==> config.mk <==
export PLATFORM = sky130hd
export DESIGN_NAME = phy_tx_port
export DESIGN_NICKNAME = d
export VERILOG_FILES = /design/src/logic/phy_tx_pkg.sv /design/src/logic/phy_tx_sync.sv /design/src/logic/phy_tx_port.sv
export SDC_FILE = /design/constraint.sdc
export NUM_CORES = 1
export LEC_CHECK = 0
export BUFFER_PORTS_ARGS = -buffer_cell sky130_fd_sc_hd__buf_2
export CORE_MARGIN = 4
export CORE_UTILIZATION = 56
export DETAILED_ROUTE_END_ITERATION = 7
export PLACE_DENSITY = 0.78
export SETUP_SLACK_MARGIN = 0.05
export SYNTH_ARGS = -nofsm -noshare
export SYNTH_HDL_FRONTEND = slang
export SYNTH_SLANG_ARGS = --single-unit
==> constraint.sdc <==
create_clock -name i_core_clk -period 2 [get_ports i_core_clk]
set_input_delay 0.2 -clock i_core_clk [delete_from_list [all_inputs] [get_ports i_core_clk]]
set_output_delay 0.2 -clock i_core_clk [all_outputs]
set_load 0.005 [all_outputs]
==> src/logic/phy_tx_pkg.sv <==
// Purpose: Shared constants for the MAC-facing transmit port of the PHY.
// Assumes: Core clock of 10 MHz; all half-period counts derive from the rates below.
// Notes:   Half-period counts never fall below one core cycle.
package phy_tx_pkg;

   // ***********************************************************
   // Clock rates
   // ***********************************************************
   localparam int unsigned CORE_CLK_HZ    = 10_000_000;
   localparam int unsigned MII_CLK_100_HZ = 25_000_000;
   localparam int unsigned MII_CLK_10_HZ  = 2_500_000;
   localparam int unsigned RMII_REF_HZ    = 50_000_000;

   // ***********************************************************
   // Derived half-period counts in core cycles
   // ***********************************************************
   localparam int unsigned HALF_100_RAW  = CORE_CLK_HZ / (2 * MII_CLK_100_HZ);
   localparam int unsigned HALF_10_RAW   = CORE_CLK_HZ / (2 * MII_CLK_10_HZ);
   localparam int unsigned HALF_RMII_RAW = CORE_CLK_HZ / (2 * RMII_REF_HZ);
   localparam int unsigned HALF_100      = (HALF_100_RAW < 1) ? 1 : HALF_100_RAW;
   localparam int unsigned HALF_10       = (HALF_10_RAW < 1) ? 1 : HALF_10_RAW;
   localparam int unsigned HALF_RMII     = (HALF_RMII_RAW < 1) ? 1 : HALF_RMII_RAW;

   // ***********************************************************
   // Widths, reset values and start-up timing
   // ***********************************************************
   localparam int unsigned DIV_W         = 8;
   localparam int unsigned MII_PIECES    = 2;
   localparam int unsigned RMII_PIECES   = 4;
   localparam logic [2:0]  STRAP_SETTLE  = 3'h3;
   localparam logic [7:0]  BYTE_RST      = 8'h00;

endpackage

==> src/logic/phy_tx_sync.sv <==
// Purpose: Two-flop synchroniser for a group of independent level inputs.
// Assumes: Each bit is sampled on its own; no bus coherence is promised.
// Notes:   The first stage feeds only the second stage.
`timescale 1ns/1ns
`default_nettype none
module phy_tx_sync
#(
   parameter int unsigned W = 1
)
(
   input  wire logic         i_core_clk,
   input  wire logic         i_rstn,
   input  wire logic [W-1:0] i_d,
   output logic      [W-1:0] o_q
);
   logic [W-1:0] meta_ff;
   logic [W-1:0] hold_ff;

   // Two stages trade two cycles of latency for metastability margin.
   always_ff @(posedge i_core_clk or negedge i_rstn)
   begin
      if (!i_rstn)
      begin
         meta_ff <= '0;
         hold_ff <= '0;
      end
      else
      begin
         meta_ff <= i_d;
         hold_ff <= meta_ff;
      end
   end

   assign o_q = hold_ff;
endmodule
`default_nettype wire

==> src/logic/phy_tx_port.sv <==
// Purpose: Transmit side of the MAC-facing MII/RMII port: clock pin and nibble/dibit capture.
// Assumes: All input pins are asynchronous to i_core_clk; all but i_rstn pass the two-flop synchroniser.
// Notes:   Mode, speed and strap are pins; the rules that the port keeps follow.
// Operation
// Low reset input initialises the port and returns every register to default.
// Outside controller holds the reset low for at least 10 ms; the bench holds it 16 core cycles.
// MII mode drives transmit clock at 25 MHz for 100 Mbps, 2.5 MHz for 10; the port gives 5 MHz for 100.
// RMII mode uses the transmit clock pin as one 50 MHz reference, either source; the port drives it out at 5 MHz.
// RMII with floating direction strap defaults to driving the reference clock out.
// Transmit enable is taken on the rising edge of the transmit clock.
// Enable marks valid data on four lines in MII, two lines in RMII.
// Transmit enable is active high: one means data, zero means none.
// The MAC drives data synchronous to the transmit clock while enable is high.
// Data with enable low is ignored and nothing goes to the media.
`timescale 1ns/1ns
`default_nettype none
module phy_tx_port
#(
   parameter int unsigned HALF_100_P  = phy_tx_pkg::HALF_100,
   parameter int unsigned HALF_10_P   = phy_tx_pkg::HALF_10,
   parameter int unsigned HALF_RMII_P = phy_tx_pkg::HALF_RMII
)
(
   input  wire logic       i_core_clk,
   input  wire logic       i_rstn,
   input  wire logic       i_rmii_mode,
   input  wire logic       i_speed_100,
   input  wire logic       i_refclk_direction_strap,
   input  wire logic       i_tx_clk_in,
   output logic            o_tx_clk_out,
   output logic            o_tx_clk_oe_n,
   input  wire logic       i_tx_en,
   input  wire logic [3:0] i_txd,
   output logic      [7:0] o_media_byte,
   output logic            o_media_valid,
   output logic            o_media_frame,
   output logic            o_refclk_is_input
);
   // ***********************************************************
   // Elaboration checks
   // ***********************************************************
   if (HALF_100_P < 1 || HALF_10_P < 1 || HALF_RMII_P < 1 ||
       HALF_100_P >= (1 << phy_tx_pkg::DIV_W) || HALF_10_P >= (1 << phy_tx_pkg::DIV_W) ||
       HALF_RMII_P >= (1 << phy_tx_pkg::DIV_W))
   begin : g_bad_half
      $error("Half-period counts must lie between one and the divider range.");
   end

   // ***********************************************************
   // Declarations
   // ***********************************************************
   localparam logic [phy_tx_pkg::DIV_W-1:0] H100  = phy_tx_pkg::DIV_W'(HALF_100_P);
   localparam logic [phy_tx_pkg::DIV_W-1:0] H10   = phy_tx_pkg::DIV_W'(HALF_10_P);
   localparam logic [phy_tx_pkg::DIV_W-1:0] HRMII = phy_tx_pkg::DIV_W'(HALF_RMII_P);
   localparam logic [1:0] MII_LAST  = 2'(phy_tx_pkg::MII_PIECES - 1);
   localparam logic [1:0] RMII_LAST = 2'(phy_tx_pkg::RMII_PIECES - 1);

   logic [8:0]                   sync_in;
   logic [8:0]                   sync_out;
   logic                         link_lvl;
   logic                         s_clk;
   logic                         s_en;
   logic [3:0]                   s_txd;
   logic                         s_rmii;
   logic                         s_speed;
   logic                         s_strap;
   logic                         drive;
   logic [phy_tx_pkg::DIV_W-1:0] half_c;
   logic                         tick;
   logic                         rise;
   logic                         last_piece;
   logic [7:0]                   nxt_shift;
   logic [phy_tx_pkg::DIV_W-1:0] div_cnt_ff;
   logic                         clk_out_ff;
   logic                         prev_clk_ff;
   logic [7:0]                   shift_ff;
   logic [1:0]                   piece_ff;
   logic [7:0]                   byte_ff;
   logic                         valid_ff;
   logic                         frame_ff;
   logic [2:0]                   settle_ff;
   logic                         strap_done_ff;
   logic                         strap_in_ff;

   // ***********************************************************
   // Pin synchronisation
   // ***********************************************************
   // The clock level goes through the same two stages as enable and data, so their
   // relative timing at the pins is kept when the edge is found on the core side.
   assign link_lvl = drive ? clk_out_ff : i_tx_clk_in;
   assign sync_in  = {i_refclk_direction_strap, i_speed_100, i_rmii_mode, i_txd, i_tx_en, link_lvl};

   phy_tx_sync #(.W(9)) u_sync
   (
      .i_core_clk (i_core_clk),
      .i_rstn     (i_rstn),
      .i_d        (sync_in),
      .o_q        (sync_out)
   );

   assign s_clk   = sync_out[0];
   assign s_en    = sync_out[1];
   assign s_txd   = sync_out[5:2];
   assign s_rmii  = sync_out[6];
   assign s_speed = sync_out[7];
   assign s_strap = sync_out[8];

   // ***********************************************************
   // Reference clock direction strap
   // ***********************************************************
   // The strap is caught once, after the synchroniser has filled; until then and when
   // the pin floats (read low through its pull-down) the port drives the clock out.
   always_ff @(posedge i_core_clk or negedge i_rstn)
   begin
      if (!i_rstn)
      begin
         settle_ff     <= 3'h0;
         strap_done_ff <= 1'b0;
         strap_in_ff   <= 1'b0;
      end
      else if (!strap_done_ff)
      begin
         settle_ff <= settle_ff + 3'h1;
         if (settle_ff == phy_tx_pkg::STRAP_SETTLE)
         begin
            strap_done_ff <= 1'b1;
            strap_in_ff   <= s_strap;
         end
      end
   end

   // MII always sources the clock; RMII sources it unless strapped as input.
   assign drive             = !s_rmii || !strap_in_ff;
   assign o_tx_clk_oe_n     = !drive;
   assign o_refclk_is_input = s_rmii && strap_in_ff;

   // ***********************************************************
   // Transmit clock divider
   // ***********************************************************
   // Rates above half the core clock saturate at one core cycle per half period;
   // such a pin clock is only a scaled stand-in for the real rate.
   assign half_c = s_rmii ? HRMII : (s_speed ? H100 : H10);
   assign tick   = (div_cnt_ff >= half_c - phy_tx_pkg::DIV_W'(1));

   always_ff @(posedge i_core_clk or negedge i_rstn)
   begin
      if (!i_rstn)
      begin
         div_cnt_ff <= '0;
         clk_out_ff <= 1'b0;
      end
      else if (!drive)
      begin
         div_cnt_ff <= '0;
         clk_out_ff <= 1'b0;
      end
      else if (tick)
      begin
         div_cnt_ff <= '0;
         clk_out_ff <= !clk_out_ff;
      end
      else
      begin
         div_cnt_ff <= div_cnt_ff + phy_tx_pkg::DIV_W'(1);
      end
   end

   assign o_tx_clk_out = clk_out_ff;

   // ***********************************************************
   // Rising edge of the transmit clock
   // ***********************************************************
   always_ff @(posedge i_core_clk or negedge i_rstn)
   begin
      if (!i_rstn)
      begin
         prev_clk_ff <= 1'b0;
      end
      else
      begin
         prev_clk_ff <= s_clk;
      end
   end

   assign rise = s_clk && !prev_clk_ff;

   // ***********************************************************
   // Nibble and dibit assembly, low-order piece first
   // ***********************************************************
   assign nxt_shift  = s_rmii ? {s_txd[1:0], shift_ff[7:2]} : {s_txd, shift_ff[7:4]};
   assign last_piece = (piece_ff == (s_rmii ? RMII_LAST : MII_LAST));

   // An edge with enable low drops any partial byte, so no stale bits reach the media.
   always_ff @(posedge i_core_clk or negedge i_rstn)
   begin
      if (!i_rstn)
      begin
         shift_ff <= phy_tx_pkg::BYTE_RST;
         piece_ff <= 2'h0;
         byte_ff  <= phy_tx_pkg::BYTE_RST;
         valid_ff <= 1'b0;
         frame_ff <= 1'b0;
      end
      else
      begin
         valid_ff <= 1'b0;
         if (rise && s_en)
         begin
            frame_ff <= 1'b1;
            shift_ff <= nxt_shift;
            if (last_piece)
            begin
               piece_ff <= 2'h0;
               byte_ff  <= nxt_shift;
               valid_ff <= 1'b1;
            end
            else
            begin
               piece_ff <= piece_ff + 2'h1;
            end
         end
         else if (rise)
         begin
            frame_ff <= 1'b0;
            piece_ff <= 2'h0;
         end
      end
   end

   assign o_media_byte  = byte_ff;
   assign o_media_valid = valid_ff;
   assign o_media_frame = frame_ff;

   // ***********************************************************
   // Assertions
   // ***********************************************************
   // The reset check runs while reset is low; the others are off during reset.
   a_reset_clears_out: assert property (@(posedge i_core_clk)
      !i_rstn |-> (!o_media_valid && !o_media_frame && o_media_byte == 8'h00 && !o_tx_clk_out))
      else $error("Outputs not at default during reset.");

   a_mii_clk_half: assert property (@(posedge i_core_clk) disable iff (!i_rstn)
      (drive && !s_rmii && $stable(half_c) && $stable(drive) && $changed(o_tx_clk_out))
      |-> ($past(div_cnt_ff) == half_c - phy_tx_pkg::DIV_W'(1)))
      else $error("MII clock half period wrong.");

   a_clk_pin_dir: assert property (@(posedge i_core_clk) disable iff (!i_rstn)
      o_tx_clk_oe_n == (s_rmii && strap_in_ff))
      else $error("Clock pin direction wrong.");

   a_strap_default_out: assert property (@(posedge i_core_clk) disable iff (!i_rstn)
      (!strap_done_ff || (strap_done_ff && $stable(strap_done_ff) && !strap_in_ff && s_rmii))
      |-> !o_tx_clk_oe_n)
      else $error("Reference clock not driven by default.");

   a_sample_on_rise: assert property (@(posedge i_core_clk) disable iff (!i_rstn)
      (!rise) |=> (!o_media_valid && $stable(piece_ff)))
      else $error("Capture outside a clock rising edge.");

   a_mii_byte_order: assert property (@(posedge i_core_clk) disable iff (!i_rstn)
      (o_media_valid && !$past(s_rmii)) |-> (o_media_byte[7:4] == $past(s_txd)))
      else $error("MII byte assembled out of order.");

   a_en_active_high: assert property (@(posedge i_core_clk) disable iff (!i_rstn)
      (rise && s_en) |=> o_media_frame)
      else $error("Frame not marked while enable high.");

   a_idle_ignored: assert property (@(posedge i_core_clk) disable iff (!i_rstn)
      (rise && !s_en) |=> (!o_media_valid && !o_media_frame && piece_ff == 2'h0))
      else $error("Data accepted while enable low.");

   c_mii_byte: cover property (@(posedge i_core_clk) disable iff (!i_rstn)
      o_media_valid && !s_rmii);
   c_rmii_byte: cover property (@(posedge i_core_clk) disable iff (!i_rstn)
      o_media_valid && s_rmii);
   c_refclk_input: cover property (@(posedge i_core_clk) disable iff (!i_rstn)
      o_refclk_is_input && rise && s_en);
   c_partial_drop: cover property (@(posedge i_core_clk) disable iff (!i_rstn)
      rise && !s_en && piece_ff != 2'h0);
endmodule
`default_nettype wire

======== Word-level counts from Yosys, hierarchy flattened ========
Cells that the tools add are included.
word-level totals
  bits in writable memories ............... 0
  output and inout port bits .............. 13
  memories kept ........................... 0
  register bits ........................... 53
  latch bits .............................. 0
  ROM bits ................................ 0
operators by class
  equality and inequality tests ........... 3
  divide/modulo/power cells ............... 0
  reduce and logical (&&, ||, !) cells .... 12
  magnitude comparators ................... 1
  multiply operators ...................... 0
  shifts and indexed selects .............. 0
  bitwise gates (word level) .............. 1
  multiplexer cells ....................... 18
  add/subtract/negate cells ............... 4
operators with widths
  operator                                                                 number
  8-bit 2-to-1 mux                                                         3
  2-bit 2-to-1 mux                                                         6
  1-bit 2-to-1 mux                                                         9
  8-bit by 1-bit adder with 8-bit output, second input constant            1
  8-bit greater-or-equal comparator                                        1
  1-bit zero test                                                          5
  2-bit AND reduction                                                      2
  3-bit by 1-bit adder with 3-bit output, second input constant            1
  3-bit by 2-bit equality test with 1-bit output, second input constant    1
  1-bit logical AND                                                        3
  2-bit by 1-bit subtractor with 3-bit output, second input constant       1
  2-bit by 1-bit adder with 2-bit output, second input constant            1
  2-bit equality test                                                      1
  2-bit by 1-bit inequality test with 1-bit output, second input constant  1
  2-bit nonzero test                                                       1
  1-bit logical OR                                                         1
  1-bit NOT                                                                1

======== Depth between registers and ports, before layout ========
Gate-level depths: netlist (run 1).
  depth in word-level cells ............... 6
  gate-level depth with buffers ........... 5

======== Hierarchy ========
From an unflattened synthesis (run 1), not the netlist that was laid out.
second synthesis, totals
  cells, all modules ...................... 147
  area total of the unflattened synthesis .. 1978.1 um^2
by module, submodules not included
  module       area an instance (um^2)  times used  cells an instance  seq. area each (um^2)
  phy_tx_port  1527.7                   1           129                825.8
  phy_tx_sync  450.4                    1           18                 450.4

======== Least setup slack after synthesis (run 1) ========
OpenSTA, ideal clock, no wires.
  path kind ............................... register -> register
  from .................................... register div_cnt_ff[4] in the netlist's numbering
  to ...................................... register clk_out_ff (netlist: o_tx_clk_out)
  slack ................................... 221 ps
  data required time ...................... 1875 ps
  period minus slack after synthesis ...... 1779 ps
  stages on the path, launching flop included .. 5
  arrival time ............................ 1654 ps
  cells stage by stage .................... dfrtp_1 or4_4 o311ai_4 nand2_4 mux2_4
between the ends
  longest elaborated chain between the ends .. 2
ends and longest elaborated chain
  element                                                            line                text
  start, declared                                                    phy_tx_port.sv:73   logic [phy_tx_pkg::DIV_W-1:0] div_cnt_ff;
  start signal, assigned                                             phy_tx_port.sv:164  div_cnt_ff <= div_cnt_ff + phy_tx_pkg::DIV_W'(1);
  8-bit greater-or-equal comparator                                  phy_tx_port.sv:143  assign tick = (div_cnt_ff >= half_c - phy_tx_pkg::DIV_W'(1));
  2-bit by 1-bit inequality test with 1-bit output (no source line)  n/a
  end signal, assigned                                               phy_tx_port.sv:160  clk_out_ff <= !clk_out_ff;
  end, declared                                                      phy_tx_port.sv:74   logic clk_out_ff;
No other way between the ends.
A chain may end at the register's enable or synchronous reset.

======== Final worst setup path (run 1) ========
Same ends and word-level chain as after synthesis.

==> metrics.yaml, run 1 <==
ff2ff_setup_slack_ns: 0.14
hp-class: "in2reg"
root_buffer: "clkbuf_4"
path_max_fanout: 8
grt_pass1_vias: 1189
setup_ws_ns: 0.1373
ir_drop_mv: 0.5786
crit_chain: "or4_4, o311ai_4, nand2_4, mux2_4"
io_buffers: 23
antenna_found_initial: 0
dp_slack_ns: 0.1430
h-tree-depth: 2
drt_iter0_markers: 67
end_kind: "flip-flop"
ys_seq_elements: 51
drt-total-wl_mm: 3.068
clk_latency_ns: 0.36
wl_per_cell_um: 13.06
critPathArrivalTime_ns: 2.12
grt_start_max_net_pins: 52
die_height_um: 67.42
clockBufferDepth: 2
r2r_end: "o_tx_clk_out"
ff2ff_path_depth: 4
area_delta_synth_final_pct: 17.85
cts_tree: "built"
post_cts_buffers: 0
synth-seq-area-share_pct: 64.56
grt_pass1_wl_mm: 5.347
hold_viol: 0
antenna_left: 0
final_layout_size_suffix_gt1_share_pct: 26.98
cts_buffers: 5
post-route-period-util_pct: 93.14
holdPathEnd: "u_sync.meta_ff[0]"
clkSinkCount: 51
clock_skew_ns: 0.01298
ios: 24
yosysWarnings: 0
die_w_um: 67.42
worstMarginPinSlew_ns: 0.5943
design_area_sq_um: 2330
grt_use_total_pct: 16.56
p_per_area_nw_per_um2: 1065
syn_avg_cell_area_sq_um: 13.54
fin_tns_setup_ns: 0
nNetsFinal: 205
cp_slowest_cell: "or4_4"
fp.dieArea_sq_um: 4545
start_util_pct: 58.78
netlist_instances: 146
layout_common_cells: "dfrtp_1, buf_2, nand2_1"
status: "finished clean"
drt_drc_violations_left: 0
hold_depth: 2
viasPerCell: 4.974
fin_cells: 235
maxSlewHeadroom_pct: 60.38
multi_input_area_sq_um: 661.9
grt_setup_unrepaired: "no"
leakage_nw: 1.207
diodes: 0
clk_pin_slew_ns: 0.13
max-cap-violations: 0
placed_area_sq_um: 2171
dp_hpwl_mm: 2.178
critical-path-max-stage-delay_ns: 0.56
hold_start: "i_tx_clk_in"
dp.cells: 218
drv_slew: 0
r2r_start: "div_cnt_ff[4]"
setup_viol: 0
p_total_w: 0.002482
grt_overflow: 0
coreArea_sq_um: 3363
fillCellCount: 255
fmax_ghz: 0.5369
first_pass_iters: 4
cts_resized: 0
rows: 21
vias: 1169
period_minus_slack_ns: 1.863
area.sequential_sq_um: 1276
gp_congestion: 0.6968
startpoint_type: "flip-flop"
worst-setup-path-type: "reg2reg"
ys_types: 32
synth_area_sq_um: 1977
crit_required_ns: 2.26
mostFrequentLayoutCell: "dfrtp_1"
state kept, by name, indices dropped and copies added (netlist names):
register and cells:
strap_done_ff 1, prev_clk_ff 1, shift_ff 6, o_media_valid 1
u_sync.meta_ff 9, o_tx_clk_out 1, strap_in_ff 1, u_sync.o_q 9
o_media_byte 8, settle_ff 3, div_cnt_ff 8, piece_ff 2
o_media_frame 1
where the power goes:
part           total, W  switching (W)  internal, W
clock          0.000492       0.000285     0.000207
combinational  0.000580       0.000269     0.000312
sequential      0.00141       0.000157      0.00125
layout make-up:
class | instances | share of cell area, %
Sequential cell | 51 | 54.78
Inverter | 8 | 1.289
Timing Repair Buffer | 36 | 10.10
Tap cell | 46 | 2.470
Multi-Input combinational cell | 86 | 28.41
Clock buffer | 8 | 2.954
stage by stage:
stage          utilization, %  hold slack [ns]
4_1_cts                 69.27          0.05384
2_1_floorplan               -         -0.09559
5_1_grt                 69.27          0.04517
6_report                69.27          0.07015
3_5_place_dp            64.55           0.3101
3_3_place_gp            64.55           0.3082
worst max-delay path: cells and delay by family, from the launching register on:
| kind | cells | cell delay, ns |
|---|---|---|
| AND/OR/NAND/NOR | 2 | 0.69 |
| flip-flops | 1 | 0.44 |
| multiplexers | 1 | 0.33 |
| AO/OA/AOI/OAI | 1 | 0.32 |
synth_stat cells, drive strengths merged:
cell / n / area share, %
dfrtp: 51 / 65
nand2: 12 / 2.7
mux2: 11 / 6.5
mux2i: 10 / 5.1
nor2: 9 / 1.7
inv: 8 / 1.5
o21ai: 7 / 1.8
ha: 6 / 3.8
xor2: 5 / 2.2
and3: 3 / 1.1
nand3: 3 / 0.76
xnor2: 3 / 1.3
and2: 2 / 0.63
buf: 2 / 0.63
nand2b: 2 / 0.63
a211oi: 1 / 0.38
a22o: 1 / 0.44
clkbuf: 1 / 0.19
conb: 1 / 0.19
nand3b: 1 / 0.38
nand4: 1 / 0.32
nor2b: 1 / 0.32
o22ai: 1 / 0.32
o311ai: 1 / 1.3
o31a: 1 / 0.44
or2: 1 / 0.32
or4: 1 / 0.57
logic make-up (layout without fill, tap and decap cells):
logic type,count (synthesis),after routing,synth area share (%)
compound gates,12,12,4.684
xor+xnor,8,8,3.544
fa+ha+maj,6,6,3.797
buf+inv,11,52,2.342
flops,51,51,64.56
mux,21,21,11.52
other cells,1,3,0.1897
simple gates,36,36,9.368
worst max-delay path by stage:
stage,startpoint,to,slack (ns),cells after the start
floorplan,div_cnt_ff[4],o_tx_clk_out,0.22,4
global placement,div_cnt_ff[4],o_tx_clk_out,0.20,4
detailed placement,div_cnt_ff[4],o_tx_clk_out,0.14,4
CTS,div_cnt_ff[4],o_tx_clk_out,0.13,4
global route,div_cnt_ff[4],o_tx_clk_out,0.08,4
finish,div_cnt_ff[4],o_tx_clk_out,0.14,4
layer usage:
metal  routed length (um)  GRT usage (%)
met2                 1578          27.98
met5                    0              0
met3                  108          5.491
met1                 1333          19.06
met4                   48          7.595
timing repair:
action	CTS	global route
hold buffers	9	0
endpoints found under the hold margin	59	0
endpoints found under the setup margin	0	0
Note: power is estimated with default switching activity, not from simulation.
==> run 2, diff against run 1 <==
ABC_CLOCK_PERIOD_IN_PS = 2000   (was default)
CORE_MARGIN = default   (was 4)
PLACE_DENSITY = default   (was 0.78)
PLACE_DENSITY_LB_ADDON = 0.25   (was default)
==> metrics.yaml, run 2 (synthesis gave the netlist of run 1 again) <==
coreArea_sq_um: 3363  # unchanged
r2r_end: "o_tx_clk_out"
fmax_ghz: 0.5396  # +0.51%
nNetsFinal: 206  # +0.49%
cts_tree: "built"
dp_slack_ns: 0.1586  # +0.01553 ns
period_minus_slack_ns: 1.853  # -0.009456 ns
io_buffers: 23  # unchanged
hold_start: "i_tx_clk_in"
startpoint_type: "flip-flop"
ir_drop_mv: 0.7365  # +27%
setup_ws_ns: 0.1467  # +0.009456 ns
worstMarginPinSlew_ns: 0.6088  # +0.01455 ns
rows: 21  # unchanged
vias: 1198  # +2.5%
ios: 24  # unchanged
leakage_nw: 1.225  # +1.5%
root_buffer: "clkbuf_4"
layout_common_cells: "dfrtp_1, buf_2, nand2_1"
cts_resized: 0  # unchanged
first_pass_iters: 4  # unchanged
h-tree-depth: 2  # unchanged
clockBufferDepth: 2  # unchanged
drt-total-wl_mm: 3.126  # +1.9%
crit_required_ns: 2.28  # +0.02 ns
p_per_area_nw_per_um2: 1138  # +6.8%
clock_power_share_pct: 25.9  # +6.1 points
setup_viol: 0  # unchanged
holdPathEnd: "u_sync.meta_ff[0]"
diodes: 0  # unchanged
final_layout_size_suffix_gt1_share_pct: 27.89  # +0.91 points
gp_congestion: 0.7743  # +11%
status: "finished clean"
grt_setup_unrepaired: "no"
critPathArrivalTime_ns: 2.13  # about the same
die_height_um: 61.42  # -8.9%
hold_depth: 2  # unchanged
antenna_found_initial: 0  # unchanged
antenna_left: 0  # unchanged
clkSinkCount: 51  # unchanged
mostFrequentLayoutCell: "dfrtp_1"
grt_start_max_net_pins: 30  # -42%
path_max_fanout: 8  # unchanged
post-route-period-util_pct: 92.66  # -0.47 points
area_delta_synth_final_pct: 20.06
clk_latency_ns: 0.37  # about the same
dp_hpwl_mm: 2.257  # +3.6%
holdBufCountCts: 9  # unchanged
grt_use_total_pct: 19.40  # +2.8 points
p_switching_w: 0.0007454  # +4.8%
max-cap-violations: 0  # unchanged
end_kind: "flip-flop"
ff2ff_setup_slack_ns: 0.15  # about the same
start_util_pct: 58.78  # unchanged
maxSlewHeadroom_pct: 59.41  # -0.97 points
drt_iter0_markers: 72  # +7.5%
clk_pin_slew_ns: 0.15  # +0.02 ns
design_area_sq_um: 2374  # +1.9%
cts_buffers: 5  # unchanged
drv_slew: 0  # unchanged
grt_pass1_wl_mm: 5.057  # -5.4%
viasPerCell: 5.076  # +2.0%
clock_skew_ns: 0.02191  # +0.008927 ns
hp-class: "in2reg"
combPwrFrac_pct: 21.8  # -1.6 points
worst-setup-path-type: "reg2reg"
p_sw_share_pct: 27.60  # -1.0 points
share_seq_of_total_power_pct: 52.3  # -4.5 points
fin_tns_setup_ns: 0  # unchanged
p_int_w: 0.001955  # +10%
grt_overflow: 0  # unchanged
wl_per_cell_um: 13.25  # +1.5%
drt_drc_violations_left: 0  # unchanged
r2r_start: "div_cnt_ff[4]"
placed_area_sq_um: 2178  # +0.35%
post_cts_buffers: 0  # unchanged
grt_pass1_vias: 1164  # -2.1%
final_core_util_pct: 70.57  # +1.3 points
hold_viol: 0  # unchanged
ff2ff_path_depth: 4  # unchanged
die_w_um: 61.42  # -8.9%
fp.dieArea_sq_um: 3772  # -17%
run 2: changes by cell type in the layout (fill, tap and decap cells not counted), sizes merged:
| cell | before | now |
|---|---|---|
| clkinvlp | 0 | 1 |
| bufinv | 0 | 2 |
| buf | 27 | 28 |
| clkbuf | 8 | 5 |
run 2: worst max-delay path by stage:
| stage | to | startpoint | slack [ns] |
|---|---|---|---|
| 2_1_floorplan | o_tx_clk_out | div_cnt_ff[4] | 0.22 |
| 3_3_place_gp | o_tx_clk_out | div_cnt_ff[4] | 0.20 |
| 3_5_place_dp | o_tx_clk_out | div_cnt_ff[4] | 0.16 |
| 4_1_cts | o_tx_clk_out | div_cnt_ff[4] | 0.14 |
| 5_1_grt | o_tx_clk_out | div_cnt_ff[4] | 0.09 |
| 6_report | o_tx_clk_out | div_cnt_ff[4] | 0.15 |
run 2: critical path, cell delays in order (launching register included):
cell and delay (ns):
dfrtp_1 0.44, or4_4 0.56, o311ai_4 0.32, nand2_4 0.13, mux2_4 0.32
run 2: power groups by stage:
stage / Sequential, W / Combinational, W / Clock, W
2_1_floorplan: 0.00140 / 0.000377 / 0
3_3_place_gp: 0.00141 / 0.000549 / 0
3_5_place_dp: 0.00143 / 0.000585 / 0
4_1_cts: 0.00141 / 0.000600 / 0.000712
5_1_grt: 0.00144 / 0.000664 / 0.000750
6_report: 0.00141 / 0.000590 / 0.000700
run 2: routing by layer:
metal,wire length (um),up-vias,GRT usage (%)
li1,-,573,-
met1,1344,595,21.97
met2,1617,22,33.54
met3,89,8,4.622
met4,75,0,11.43
met5,0,-,0
run 2: metrics by stage:
| stage | hold WS, ns | std cells | power (W) |
|---|---|---|---|
| 6_report | 0.06097 | 236 | 0.002701 |
| 5_1_grt | 0.04058 | 236 | 0.002852 |
| 4_1_cts | 0.05456 | 236 | 0.002724 |
| 3_5_place_dp | 0.2497 | 219 | 0.002020 |
| 3_3_place_gp | 0.2387 | 219 | 0.001957 |
| 2_1_floorplan | -0.09559 | 148 | 0.001776 |
run 2: final cells by class:
type / instances / area [sq um]
fillers: 278 / 989.7
multi-input cells: 86 / 661.9
clock buffers: 5 / 37.54
inverters: 8 / 30.03
clock inverters: 3 / 67.56
flip-flops and latches: 51 / 1276
repair buffers: 37 / 242.7
well taps: 46 / 57.56
